## src/dsso_cfg.svh

```systemverilog
/*
 * Constants of the drive status output block: register offsets, field
 * positions, reset values, limits, timing counts and selection codes.
 * Assumes inclusion by the block's top module and its bench; holds definitions only.
 */
`ifndef DSSO_CFG_SVH
`define DSSO_CFG_SVH
// Behaviour
// Link loss flag exists only while the serial port runs Modbus RTU.
// After a timeout the link loss flag holds until the next data arrives.
// Timeout when no data arrives within the 0.00 to 99.99 s limit.
// Run command present is high while an operation command is received.
// Run command present follows whichever command source is selected.
// Forward and reverse commands together stop the motor.
// Heat sink warning when temperature exceeds the 0 to 110 C level.
// Selection code 42 routes the heat sink warning to both outputs.
// Low current flag when output current is at or below the level.
// Low current mode 00 evaluates the flag during all operation.
// Low current mode 01 evaluates the flag only at constant speed.
// Selection code 43 routes the low current flag to both outputs.
// Drive ready flag is high whenever a command can be accepted.
// Commands act only while ready; the commander sends only then.
// Relay selection code 50 routes the drive ready flag.
// Forward running high while driving forward, low in reverse or stop.
// Relay selection code 51 routes the forward running flag.
// Commander uses mode 00 or more filtering with terminal speed source.
// Terminal and relay each take their own two-digit selection code.
// Each output follows the flag its code names, every clock cycle.

// ------------------------------------------------------------
// Register offsets (byte addresses)
// ------------------------------------------------------------
`define DSSO_OFF_CTRL 8'h00
`define DSSO_OFF_TMO 8'h04
`define DSSO_OFF_HEAT 8'h08
`define DSSO_OFF_LOCUR 8'h0c
`define DSSO_OFF_SEL 8'h10
`define DSSO_OFF_SWCMD 8'h14
`define DSSO_OFF_STAT 8'h18

// ------------------------------------------------------------
// Field positions
// ------------------------------------------------------------
`define DSSO_CTRL_RTU 0
`define DSSO_CTRL_SRC_LSB 1
`define DSSO_CTRL_LCM_LSB 3
`define DSSO_SEL_TERM_LSB 0
`define DSSO_SEL_RELAY_LSB 8
`define DSSO_SWCMD_FWD 0
`define DSSO_SWCMD_REV 1
`define DSSO_STAT_STATE_LSB 8

// ------------------------------------------------------------
// Reset values and limits
// ------------------------------------------------------------
`define DSSO_CTRL_RST 5'h00
`define DSSO_TMO_RST 16'h0000
`define DSSO_TMO_MAX 16'h270f
`define DSSO_HEAT_RST 8'h5a
`define DSSO_HEAT_MAX 8'h6e
`define DSSO_LOCUR_RST 16'h0000
`define DSSO_SEL_RST 6'h00

// ------------------------------------------------------------
// Timing: one timeout step is 10 ms
// ------------------------------------------------------------
`define DSSO_CLK_KHZ 100000
`define DSSO_TICK_MS 10
`define DSSO_TICK_CYCLES (`DSSO_TICK_MS * `DSSO_CLK_KHZ)

// ------------------------------------------------------------
// Command sources, low current modes, selection codes
// ------------------------------------------------------------
`define DSSO_SRC_TERM 2'h0
`define DSSO_SRC_SERIAL 2'h1
`define DSSO_SRC_SW 2'h2
`define DSSO_LCM_RUN 2'h0
`define DSSO_LCM_CONST 2'h1
`define DSSO_TSEL_LINK 6'h20
`define DSSO_RSEL_LINK 6'h34
`define DSSO_TSEL_RUNCMD 6'h2c
`define DSSO_RSEL_RUNCMD 6'h29
`define DSSO_SEL_HEAT 6'h2a
`define DSSO_SEL_LOCUR 6'h2b
`define DSSO_SEL_READY 6'h32
`define DSSO_SEL_FWDRUN 6'h33
`endif

```

## src/dsso_pkg.sv

```systemverilog
/*
 * Types shared by the drive status output block.
 * Assumes compilation before every module of the block.
 */
`default_nettype none
package dsso_pkg;
    typedef enum logic [1:0] {DRV_STOP, DRV_FWD, DRV_REV} dsso_drive_t;
    typedef struct packed {
        logic fwd;
        logic rev;
    } dsso_cmd_t;
    typedef struct packed {
        logic rtu;
        logic [1:0] src;
        logic [1:0] lcm;
    } dsso_ctrl_t;
    typedef struct packed {
        logic link_loss;
        logic run_cmd;
        logic heat_warn;
        logic low_cur;
        logic ready;
        logic fwd_run;
    } dsso_flags_t;
endpackage
`default_nettype wire

```

## src/dsso_pin_sync.sv

```systemverilog
/*
 * Three-stage synchroniser for pin inputs with agreement filter.
 * Assumes asynchronous inputs; the output changes once stages two
 * and three agree.
 */
`timescale 1ns/1ps
`default_nettype none
module dsso_pin_sync #(
    parameter int WIDTH = 2
) (
    // Clock and reset
    input wire logic clk,
    input wire logic rst_n,
    // Data
    input wire logic [WIDTH-1:0] din,
    output logic [WIDTH-1:0] dout
);
    for (genvar i = 0; i < WIDTH; i++) begin : g_bit
        logic [2:0] stage;
        logic [2:0] next_stage;
        logic held;
        logic next_held;
        always_comb begin
            next_stage = {stage[1:0], din[i]};
            next_held = (stage[1] == stage[2]) ? stage[2] : held;
        end
        always_ff @(posedge clk or negedge rst_n) begin
            if (!rst_n) begin
                stage <= 3'h0;
                held <= 1'b0;
            end else begin
                stage <= next_stage;
                held <= next_held;
            end
        end
        assign dout[i] = held;
    end
endmodule
`default_nettype wire

```

## src/dsso_link_timer.sv

```systemverilog
/*
 * Serial reception timeout and link loss flag.
 * Assumes a one-cycle receive strobe on the block clock.
 */
`timescale 1ns/1ps
`default_nettype none
module dsso_link_timer #(
    parameter int TICK_CYCLES = 1000000
) (
    // Clock and reset
    input wire logic clk,
    input wire logic rst_n,
    // Control
    input wire logic enable,
    input wire logic rx_strobe,
    input wire logic [15:0] limit,
    // Status
    output logic link_loss,
    output logic timeout_event
);
    localparam int PW = (TICK_CYCLES > 2) ? $clog2(TICK_CYCLES) : 1;
    localparam logic [PW-1:0] PRE_LAST = PW'(TICK_CYCLES - 1);
    logic [PW-1:0] pre;
    logic [PW-1:0] next_pre;
    logic [15:0] ticks;
    logic [15:0] next_ticks;
    logic next_loss;
    logic tick;
    logic fire;

    always_comb begin
        tick = (pre == PRE_LAST);
        // A zero limit switches the timeout off
        fire = enable && (limit != 16'h0000) && !link_loss && tick &&
               (ticks == limit - 16'h0001);
        next_pre = tick ? '0 : pre + 1'b1;
        next_ticks = (tick && !link_loss) ? ticks + 16'h0001 : ticks;
        // Set wins over a clear arriving in the same cycle
        next_loss = fire | (link_loss & ~rx_strobe);
        if (rx_strobe || link_loss) begin
            next_pre = '0;
        end
        if (rx_strobe) begin
            next_ticks = 16'h0000;
        end
        if (!enable || limit == 16'h0000) begin
            next_pre = '0;
            next_ticks = 16'h0000;
            next_loss = 1'b0;
        end
    end

    always_ff @(posedge clk or negedge rst_n) begin
        if (!rst_n) begin
            pre <= '0;
            ticks <= 16'h0000;
            link_loss <= 1'b0;
        end else begin
            pre <= next_pre;
            ticks <= next_ticks;
            link_loss <= next_loss;
        end
    end

    assign timeout_event = fire;
endmodule
`default_nettype wire

```

## src/dsso_top.sv

```systemverilog
/*
 * Drive status output block: status flags, drive direction state,
 * register port and the terminal and relay output selectors.
 * Assumes command, measurement and serial inputs other than the
 * terminal pins come from logic on CLK_SYS.
 */
`timescale 1ns/1ps
`default_nettype none
`include "dsso_cfg.svh"
module dsso_top import dsso_pkg::*; #(
    parameter int TICK_CYCLES = `DSSO_TICK_CYCLES,
    parameter logic [15:0] RATED_CURRENT = 16'h0400
) (
    // Clock and reset
    input wire logic CLK_SYS,
    input wire logic RESETN,
    // Register port
    input wire logic [7:0] REG_ADDR,
    input wire logic [31:0] REG_WDATA,
    input wire logic REG_WR,
    input wire logic REG_RD,
    output logic [31:0] REG_RDATA,
    // Command terminal pins
    input wire logic FW_PIN,
    input wire logic RV_PIN,
    // Serial receiver
    input wire logic SER_RX_STROBE,
    input wire logic SER_FWD,
    input wire logic SER_REV,
    // Measurements and drive condition
    input wire logic [7:0] HEATSINK_TEMP,
    input wire logic [15:0] OUT_CURRENT,
    input wire logic CONST_SPEED,
    input wire logic POWER_OK,
    input wire logic DRIVE_TRIP,
    // Motor drive
    output logic DRIVE_FWD,
    output logic DRIVE_REV,
    // Status outputs
    output dsso_flags_t STATUS,
    output logic TERM_OUT,
    output logic RELAY_OUT
);
    // ------------------------------------------------------------
    // Declarations
    // ------------------------------------------------------------
    localparam logic [16:0] LOCUR_MAX = 17'({1'b0, RATED_CURRENT} << 1);
    dsso_ctrl_t ctrl;
    dsso_ctrl_t next_ctrl;
    logic [15:0] tmo_limit;
    logic [15:0] next_tmo_limit;
    logic [7:0] heat_level;
    logic [7:0] next_heat_level;
    logic [15:0] locur_level;
    logic [15:0] next_locur_level;
    logic [5:0] term_sel;
    logic [5:0] next_term_sel;
    logic [5:0] relay_sel;
    logic [5:0] next_relay_sel;
    dsso_cmd_t swcmd;
    dsso_cmd_t next_swcmd;
    logic [31:0] next_rdata;
    dsso_drive_t state;
    dsso_drive_t next_state;
    dsso_flags_t flags;
    dsso_flags_t next_flags;
    logic next_term_out;
    logic next_relay_out;
    dsso_cmd_t pin_cmd;
    dsso_cmd_t sel_cmd;
    logic ready_now;
    logic link_loss;
    logic tmo_event;

    // ------------------------------------------------------------
    // Terminal pins and serial timeout
    // ------------------------------------------------------------
    dsso_pin_sync #(
        .WIDTH(2)
    ) u_pin_sync (
        .clk(CLK_SYS),
        .rst_n(RESETN),
        .din({FW_PIN, RV_PIN}),
        .dout(pin_cmd)
    );

    dsso_link_timer #(
        .TICK_CYCLES(TICK_CYCLES)
    ) u_link_timer (
        .clk(CLK_SYS),
        .rst_n(RESETN),
        .enable(ctrl.rtu),
        .rx_strobe(SER_RX_STROBE),
        .limit(tmo_limit),
        .link_loss(link_loss),
        .timeout_event(tmo_event)
    );

    // ------------------------------------------------------------
    // Register file
    // ------------------------------------------------------------
    always_comb begin
        next_ctrl = ctrl;
        next_tmo_limit = tmo_limit;
        next_heat_level = heat_level;
        next_locur_level = locur_level;
        next_term_sel = term_sel;
        next_relay_sel = relay_sel;
        next_swcmd = swcmd;
        next_rdata = 32'h0000_0000;
        if (REG_WR) begin
            case (REG_ADDR)
                `DSSO_OFF_CTRL: begin
                    next_ctrl.rtu = REG_WDATA[`DSSO_CTRL_RTU];
                    next_ctrl.src = REG_WDATA[`DSSO_CTRL_SRC_LSB +: 2];
                    next_ctrl.lcm = REG_WDATA[`DSSO_CTRL_LCM_LSB +: 2];
                end
                `DSSO_OFF_TMO: begin
                    // Limit saturates at 99.99 s
                    next_tmo_limit = (REG_WDATA[15:0] > `DSSO_TMO_MAX) ?
                        `DSSO_TMO_MAX : REG_WDATA[15:0];
                end
                `DSSO_OFF_HEAT: begin
                    next_heat_level = (REG_WDATA[7:0] > `DSSO_HEAT_MAX) ?
                        `DSSO_HEAT_MAX : REG_WDATA[7:0];
                end
                `DSSO_OFF_LOCUR: begin
                    next_locur_level =
                        ({1'b0, REG_WDATA[15:0]} > LOCUR_MAX) ?
                        LOCUR_MAX[15:0] : REG_WDATA[15:0];
                end
                `DSSO_OFF_SEL: begin
                    next_term_sel = REG_WDATA[`DSSO_SEL_TERM_LSB +: 6];
                    next_relay_sel = REG_WDATA[`DSSO_SEL_RELAY_LSB +: 6];
                end
                `DSSO_OFF_SWCMD: begin
                    next_swcmd.fwd = REG_WDATA[`DSSO_SWCMD_FWD];
                    next_swcmd.rev = REG_WDATA[`DSSO_SWCMD_REV];
                end
                default: begin
                end
            endcase
        end
        if (REG_RD) begin
            case (REG_ADDR)
                `DSSO_OFF_CTRL: next_rdata = {27'h000_0000, ctrl.lcm,
                                              ctrl.src, ctrl.rtu};
                `DSSO_OFF_TMO: next_rdata = {16'h0000, tmo_limit};
                `DSSO_OFF_HEAT: next_rdata = {24'h00_0000, heat_level};
                `DSSO_OFF_LOCUR: next_rdata = {16'h0000, locur_level};
                `DSSO_OFF_SEL: next_rdata = {18'h0_0000, relay_sel,
                                             2'h0, term_sel};
                `DSSO_OFF_SWCMD: next_rdata = {30'h0000_0000, swcmd.rev,
                                               swcmd.fwd};
                `DSSO_OFF_STAT: next_rdata = {22'h00_0000, state,
                                              2'h0, flags};
                default: next_rdata = 32'h0000_0000;
            endcase
        end
    end

    always_ff @(posedge CLK_SYS or negedge RESETN) begin
        if (!RESETN) begin
            ctrl <= `DSSO_CTRL_RST;
            tmo_limit <= `DSSO_TMO_RST;
            heat_level <= `DSSO_HEAT_RST;
            locur_level <= `DSSO_LOCUR_RST;
            term_sel <= `DSSO_SEL_RST;
            relay_sel <= `DSSO_SEL_RST;
            swcmd <= 2'h0;
            REG_RDATA <= 32'h0000_0000;
        end else begin
            ctrl <= next_ctrl;
            tmo_limit <= next_tmo_limit;
            heat_level <= next_heat_level;
            locur_level <= next_locur_level;
            term_sel <= next_term_sel;
            relay_sel <= next_relay_sel;
            swcmd <= next_swcmd;
            REG_RDATA <= next_rdata;
        end
    end

    // ------------------------------------------------------------
    // Output selector
    // ------------------------------------------------------------
    // Terminal and relay share most codes but differ for a few
    function automatic logic pick(input logic [5:0] code,
                                  input logic relay,
                                  input dsso_flags_t f);
        logic hit;
        hit = 1'b0;
        case (code)
            `DSSO_TSEL_LINK: hit = !relay && f.link_loss;
            `DSSO_RSEL_LINK: hit = relay && f.link_loss;
            `DSSO_TSEL_RUNCMD: hit = !relay && f.run_cmd;
            `DSSO_RSEL_RUNCMD: hit = relay && f.run_cmd;
            `DSSO_SEL_HEAT: hit = f.heat_warn;
            `DSSO_SEL_LOCUR: hit = f.low_cur;
            `DSSO_SEL_READY: hit = f.ready;
            `DSSO_SEL_FWDRUN: hit = f.fwd_run;
            default: hit = 1'b0;
        endcase
        return hit;
    endfunction

    // ------------------------------------------------------------
    // Drive state, flags and outputs
    // ------------------------------------------------------------
    always_comb begin
        ready_now = POWER_OK && !DRIVE_TRIP;
        case (ctrl.src)
            `DSSO_SRC_SERIAL: sel_cmd = {SER_FWD, SER_REV};
            `DSSO_SRC_SW: sel_cmd = swcmd;
            default: sel_cmd = pin_cmd;
        endcase
        // Commands are ignored, and the motor held stopped, while not ready
        if (!ready_now) begin
            next_state = DRV_STOP;
        end else if (sel_cmd.fwd && sel_cmd.rev) begin
            next_state = DRV_STOP;
        end else if (sel_cmd.fwd) begin
            next_state = DRV_FWD;
        end else if (sel_cmd.rev) begin
            next_state = DRV_REV;
        end else begin
            next_state = DRV_STOP;
        end
        next_flags.link_loss = link_loss;
        next_flags.run_cmd = sel_cmd.fwd || sel_cmd.rev;
        next_flags.heat_warn = HEATSINK_TEMP > heat_level;
        // Unlisted mode codes act like mode 00
        next_flags.low_cur = (state != DRV_STOP) &&
            (OUT_CURRENT <= locur_level) &&
            ((ctrl.lcm != `DSSO_LCM_CONST) || CONST_SPEED);
        next_flags.ready = ready_now;
        next_flags.fwd_run = (state == DRV_FWD);
        next_term_out = pick(term_sel, 1'b0, flags);
        next_relay_out = pick(relay_sel, 1'b1, flags);
    end

    always_ff @(posedge CLK_SYS or negedge RESETN) begin
        if (!RESETN) begin
            state <= DRV_STOP;
            flags <= 6'h00;
            TERM_OUT <= 1'b0;
            RELAY_OUT <= 1'b0;
        end else begin
            state <= next_state;
            flags <= next_flags;
            TERM_OUT <= next_term_out;
            RELAY_OUT <= next_relay_out;
        end
    end

    assign DRIVE_FWD = (state == DRV_FWD);
    assign DRIVE_REV = (state == DRV_REV);
    assign STATUS = flags;
endmodule
`default_nettype wire

```

## config.mk

```make
export PLATFORM = sky130hd
export DESIGN_NAME = dsso_top
export DESIGN_NICKNAME = d
export VERILOG_FILES = /design/src/dsso_pkg.sv /design/src/dsso_pin_sync.sv /design/src/dsso_link_timer.sv /design/src/dsso_top.sv
export VERILOG_INCLUDE_DIRS = /design/src /design/src/src
export SDC_FILE = /design/constraint.sdc
export NUM_CORES = 1
export LEC_CHECK = 0
export ABC_AREA = 1
export ABC_CLOCK_PERIOD_IN_PS = 4340
export BUFFER_PORTS_ARGS = -buffer_cell sky130_fd_sc_hd__buf_2
export CORE_MARGIN = 2
export CORE_UTILIZATION = 30
export CTS_CLUSTER_SIZE = 12
export DETAILED_ROUTE_END_ITERATION = 8
export HOLD_SLACK_MARGIN = 0.12
export PLACE_DENSITY = 0.5
export SYNTH_ARGS = -nofsm -noshare
export SYNTH_HDL_FRONTEND = slang
export SYNTH_SLANG_ARGS = --single-unit
```

## constraint.sdc

```tcl
create_clock -name CLK_SYS -period 4.34 [get_ports CLK_SYS]
set_input_delay 0.651 -clock CLK_SYS [delete_from_list [all_inputs] [get_ports CLK_SYS]]
set_output_delay 0.651 -clock CLK_SYS [all_outputs]
set_load 0.005 [all_outputs]
```

Word-level counts from Yosys, hierarchy flattened
Index checks and enable logic that the tools add are counted.
- flip-flop bits (word level): 146
- input bits: 76
- word-level logic and storage cells: 111
- $add $sub $neg: 3
- order comparisons: 5
- equality and inequality tests: 27
- mux-type cells: 19
- bitwise gates (word level): 3
- reduce and logical (&&, ||, !) cells: 27
- operators with widths (cell ; count):
    16-bit case mux with 7 select lines ; 1
    16-bit 2-to-1 mux ; 6
    6-bit == test, second input constant ; 12
    20-bit 2-to-1 mux ; 3
    8-bit by 5-bit == test with 1-bit output, second input constant ; 3
    20-bit by 1-bit adder with 20-bit output, second input constant ; 1
    20-bit == test, second input constant ; 1
    16-bit by 1-bit adder with 16-bit output, second input constant ; 1
    16-bit == test ; 1
    8-bit by 4-bit == test with 1-bit output, second input constant ; 2
    16-bit by 12-bit > comparator with 1-bit output, second input constant ; 1
    16-bit by 14-bit > comparator with 1-bit output, second input constant ; 1
    16-bit <= comparator ; 1
    16-bit zero test ; 1
    16-bit nonzero test ; 1
    16-bit by 1-bit subtractor with 16-bit output, second input constant ; 1
    1-bit case mux with 6 select lines ; 2
    2-bit AND reduction ; 6
    1-bit logical AND ; 9
    8-bit by 3-bit == test with 1-bit output, second input constant ; 1
    8-bit by 7-bit > comparator with 1-bit output, second input constant ; 1
    8-bit > comparator ; 1
    8-bit zero test ; 1
    2-bit 2-to-1 mux ; 4
    other kinds (14) ; 22

Logic depth before layout (Yosys ltp)
- depth after elaboration: 7
- mapped depth: 13
- mapped depth without buffers: 13

By module
From an unflattened synthesis, not the netlist that was laid out.
- cell total of the unflattened synthesis: 1096
- area, all modules: 7998.9 µm²
- by module, submodules not included (module ; instances ; cells each ; area an instance (µm²)):
    dsso_top ; 1 ; 603 ; 4739.5
    dsso_link_timer ; 1 ; 475 ; 3011.6
    dsso_pin_sync ; 1 ; 18 ; 247.7

Worst setup path after synthesis
OpenSTA, ideal clock, no wires.
- path kind: input to register
- start: input REG_ADDR[0]
- end: register relay_sel[0]
- arrival time: 1615 ps
- setup slack: 2602 ps
- stages: 9
- cell sequence: inv_1 nand2_2 nor3_1 nand2_2 inv_2 nand2_2 buf_2 nor2_1 a21oi_1
- word-level cells in the longest chain between the ends: 2
- RTL lines (item ; line ; source):
    start: declaration ; dsso_top.sv:18 ; input wire logic [7:0] REG_ADDR,
    8-bit by 5-bit == test with 1-bit output ; dsso_top.sv:112 ; case (REG_ADDR)
    2-bit AND reduction (no source line) ; - ;
    end signal: assignment ; dsso_top.sv:169 ; relay_sel <= `DSSO_SEL_RST;
    end signal: assignment ; dsso_top.sv:178 ; relay_sel <= next_relay_sel;
    end: declaration ; dsso_top.sv:58 ; logic [5:0] relay_sel;
Every way passes these cells.
A chain may end at the register's enable or synchronous reset.

Worst setup path after layout
- start: input REG_WDATA[6]
- end: register locur_level[6]
- word-level cells in the longest chain between the ends: 2
- RTL lines (item ; line ; source):
    start: declaration ; dsso_top.sv:19 ; input wire logic [31:0] REG_WDATA,
    16-bit by 12-bit > comparator with 1-bit output ; dsso_top.sv:129 ; ({1'b0, REG_WDATA[15:0]} > LOCUR_MAX) ?
    16-bit 2-to-1 mux (*) ; dsso_top.sv:129 ;
    end signal: assignment ; dsso_top.sv:167 ; locur_level <= `DSSO_LOCUR_RST;
    end signal: assignment ; dsso_top.sv:176 ; locur_level <= next_locur_level;
    end: declaration ; dsso_top.sv:54 ; logic [15:0] locur_level;
Mark *: on every way between the ends. The rest lies on a longest branch, timed or not.

==> impl_metrics.toml <==
[run_status]
status = "finished clean"

[synth]
synth_xor_area_share_pct = 2.68
synth_top_family_by_area = "simple AND/OR/NAND/NOR gates"
synth_cells = 954
synth_fa_ha_area_share_pct = 5.27
synth_area_um2 = 7500
yosysTopAreaCell = "dfrtp_1"
synthSimpleGateAreaFrac_pct = 24.1
yosys_warnings = 0
ys_types = 51
synth_compound_area_share_pct = 13.7
yosysSeqAreaShare_pct = 43.4
synth.top_cell.area_share_pct = 42.0
synthMuxAreaShare_pct = 0.434
avgSynthCellArea_um2 = 7.87
synth-seq-cells = 130
synth_area_leaders = "dfrtp_1 42%, nand2_1 8.5%, inv_1 7.1%, o21ai_0 5.4%, nor2_1 5.2%"

[die]
num_rows = 57
dieArea_um2 = 26300
die_x_um = 162
ioPinCount = 118
initial_utilization_pct = 30.7
chipHeight_um = 162
coreArea_um2 = 24500

[clocking]
root_buffer = "clkbuf_16"
h-tree-depth = 4
clkSinkCount = 130
cts_hold_buf = 0
tritoncts = "built"
numCtsBuffers = 17
cts_resized = 0
post_cts_buffers = 0
path_clk_slew_ps = 60
clock_path_buffers = 2
insertion_delay_ps = 420

[detailed_routing]
drt-total-wl_um = 21100
ant_nets = 0
viasPerCell = 4.71
drt_iter0_drc = 462
dr.pass1.iters = 5
vias = 6498
avgRoutedWirePerCell_um = 15.3
route.detailed.drc = 0

[pwr]
swShare_pct = 27.8
powerDensity_nw_per_um2 = 342
combPwrFrac_pct = 9.1
p_leak_nw = 4.24
sequentialPowerShare_pct = 43.6
clkPwrFrac_pct = 47.3
p_sw_mw = 0.833
internal-power_mw = 2.17
peakVddDrop_mv = 0.194

[sta]
relSlewSlack_pct = 28.8
rsz0062_at_grt = "false"
final_max_slew_viol_count = 0
tns_ps = 0
fin_worst_skew_ps = 11.7
hold_viol_final = 0
finalCritPeriodShare_pct = 55.6
fmax_mhz = 414
setup_viol = 0
worst_pin_slew_ps = 1070
min_period_ps = 2410

[finish]
mostFrequentLayoutCells = "170 x nand2_1, 141 x inv_1, 126 x dfrtp_1"
layout.nets = 1148
synthToLayoutAreaGrowth_pct = 16.8
drive_gt1_share_pct = 15.0
mostFrequentLayoutCell = "nand2_1"
num_antenna_cells = 0
stdcell_count = 1379

[setup_path]
worst_path_most_repeated_cell = "nand3_1"
path_class = "primary input to flop"
cp.required_ps = 4670
cp_max_fo = 11
arrival_ps = 2750
cp-end-kind = "flop"
worstSetupStartpointType = "primary input"
crit_path_max_incr_delay_ps = 840
path_delay_family = "compound AO/OA/AOI/OAI gates"
path_cells = "buf_2 > or2_1 > nor3_1 > nand3_1 > a21oi_1 > nand3_1 > o21ai_0"
critPathSlowestCell = "a21oi_1"
path_buf_inv = 1

[grt]
track_usage_pct = 16.8
grt_max_degree = 85
antenna_found_initial = 0
grt_pass1_vias = 6436
grt_overflow_total = 0
grt_pass1_wl_um = 34400

[place]
dpl.hpwl_um = 15900
port_buffers = 85
placed_cells = 1347
gp_congestion = 0.861

[worst_hold_path]
hp-class = "primary input to asynchronous set/reset pin"

[flow_run]
maxCapViolations = 0
==> metal layers <==
layer,global-route usage [%],share of wire (%)
met5,0,0
met4,4.55,1.6
met3,3.22,4.5
met2,25.7,45
met1,24.2,49
==> worst reg2reg max path: stages (launching register included) <==
cell     delay (ps)
dfrtp_1         430
inv_1           150
ha_1            230
nand2_1          80
nor2_1           50
nand2_1          70
nand2_2         110
nor2_8          280
nand3_4         280
nor2_1          180
o21a_1          130
==> logic make-up (layout without fill, tap and decap cells) <==
group	count (synthesis)	after routing
and+or+nand+nor	401	401
AOI/OAI and AO/OA	185	185
buffers and inverters	179	265
DFF	130	130
adders and majority gates	32	32
xor gates and xnor gates	23	23
muxes	3	3
other	1	16
==> cells in the mapped netlist (all sizes together) <==
master and instances:
o21a 2, a21o 2, and3 1, nor3 25, mux2 2, nor2 110
mux2i 1, inv 145, clkbuf 3, nor3b 4, o22ai 21, clkinv 1
a21oi 54, ha 30, dfrtp 126, xnor2 7, o2111ai 1, nand3 61
buf 30, or2 1, conb 1, xor2 16, o21ai 88, dfstp 4
maj3 2, a31oi 4, a221oi 1, nand2 181, nor4 4, o211ai 4
nand4 14, a211oi 1, o221ai 3, o31a 1, o32ai 1, a221o 2
==> layout make-up <==
type | instances | area, um^2
Fill cell | 2568 | 15700
Multi-Input combinational cell | 660 | 3530
Sequential cell | 130 | 3260
Inverter | 146 | 553
Timing Repair Buffer | 87 | 447
Clock buffer | 18 | 429
Tap cell | 324 | 405
Clock inverter | 14 | 148
==> per-stage QoR <==
| stage | utilization (%) | power, mW | worst slack, ps | instance area, um^2 | hold slack, ps |
|---|---|---|---|---|---|
| after detailed placement | 33.5 | 1.60 | 1560 | 8190 | 336 |
| final | 35.8 | 3.00 | 1930 | 8770 | 304 |
| after global placement | 33.5 | 1.60 | 1580 | 8190 | 333 |
| after global routing | 35.8 | 3.14 | 1700 | 8770 | 313 |
| after CTS | 35.8 | 3.03 | 2000 | 8770 | 312 |
| after floorplan | - | 1.48 | 2600 | 7560 | 331 |
==> worst paths after layout <==
| path | start | endpoint | slack, ps | depth (start not counted) |
|---|---|---|---|---|
| worst max-delay path | REG_WDATA[6] | locur_level[6]$_DFFE_PN0P_ | 1930 | 7 |
| worst min-delay path | RESETN | u_link_timer.ticks[12]$_DFFE_PN0P_ | 300 | 1 |
| worst max register to register | tmo_limit[0]$_DFFE_PN0P_ | u_link_timer.pre[12]$_DFF_PN0_ | 2300 | 10 |
| worst min register to register | u_pin_sync.g_bit[0].stage[0]$_DFF_PN0_ | u_pin_sync.g_bit[0].stage[1]$_DFF_PN0_ | 350 | 0 |
| max in group asynchronous | RESETN | heat_level[6]$_DFFE_PN1P_ | 3140 | 2 |
| min in group CLK_SYS | FW_PIN | u_pin_sync.g_bit[1].stage[0]$_DFF_PN0_ | 330 | 1 |
==> flip-flops by register name, summed over array words and instances, names as in the netlist <==
name / count
tmo_limit: 16
STATUS: 6
u_link_timer.link_loss: 1
u_pin_sync.g_bit.held: 2
heat_level: 8
u_pin_sync.g_bit.stage: 6
RELAY_OUT: 1
TERM_OUT: 1
state: 2
locur_level: 16
ctrl: 5
relay_sel: 6
REG_RDATA: 16
term_sel: 6
u_link_timer.pre: 20
swcmd: 2
u_link_timer.ticks: 16
==> power by group through the flow <==
stage | sequential [mW] | clock [mW] | combinational, mW
finish | 1.31 | 1.42 | 0.272
CTS | 1.31 | 1.45 | 0.276
global placement | 1.33 | 0 | 0.271
global route | 1.31 | 1.51 | 0.315
floorplan | 1.31 | 0 | 0.168
detailed placement | 1.33 | 0 | 0.275
No activity file was read; power rests on OpenSTA's default activity.
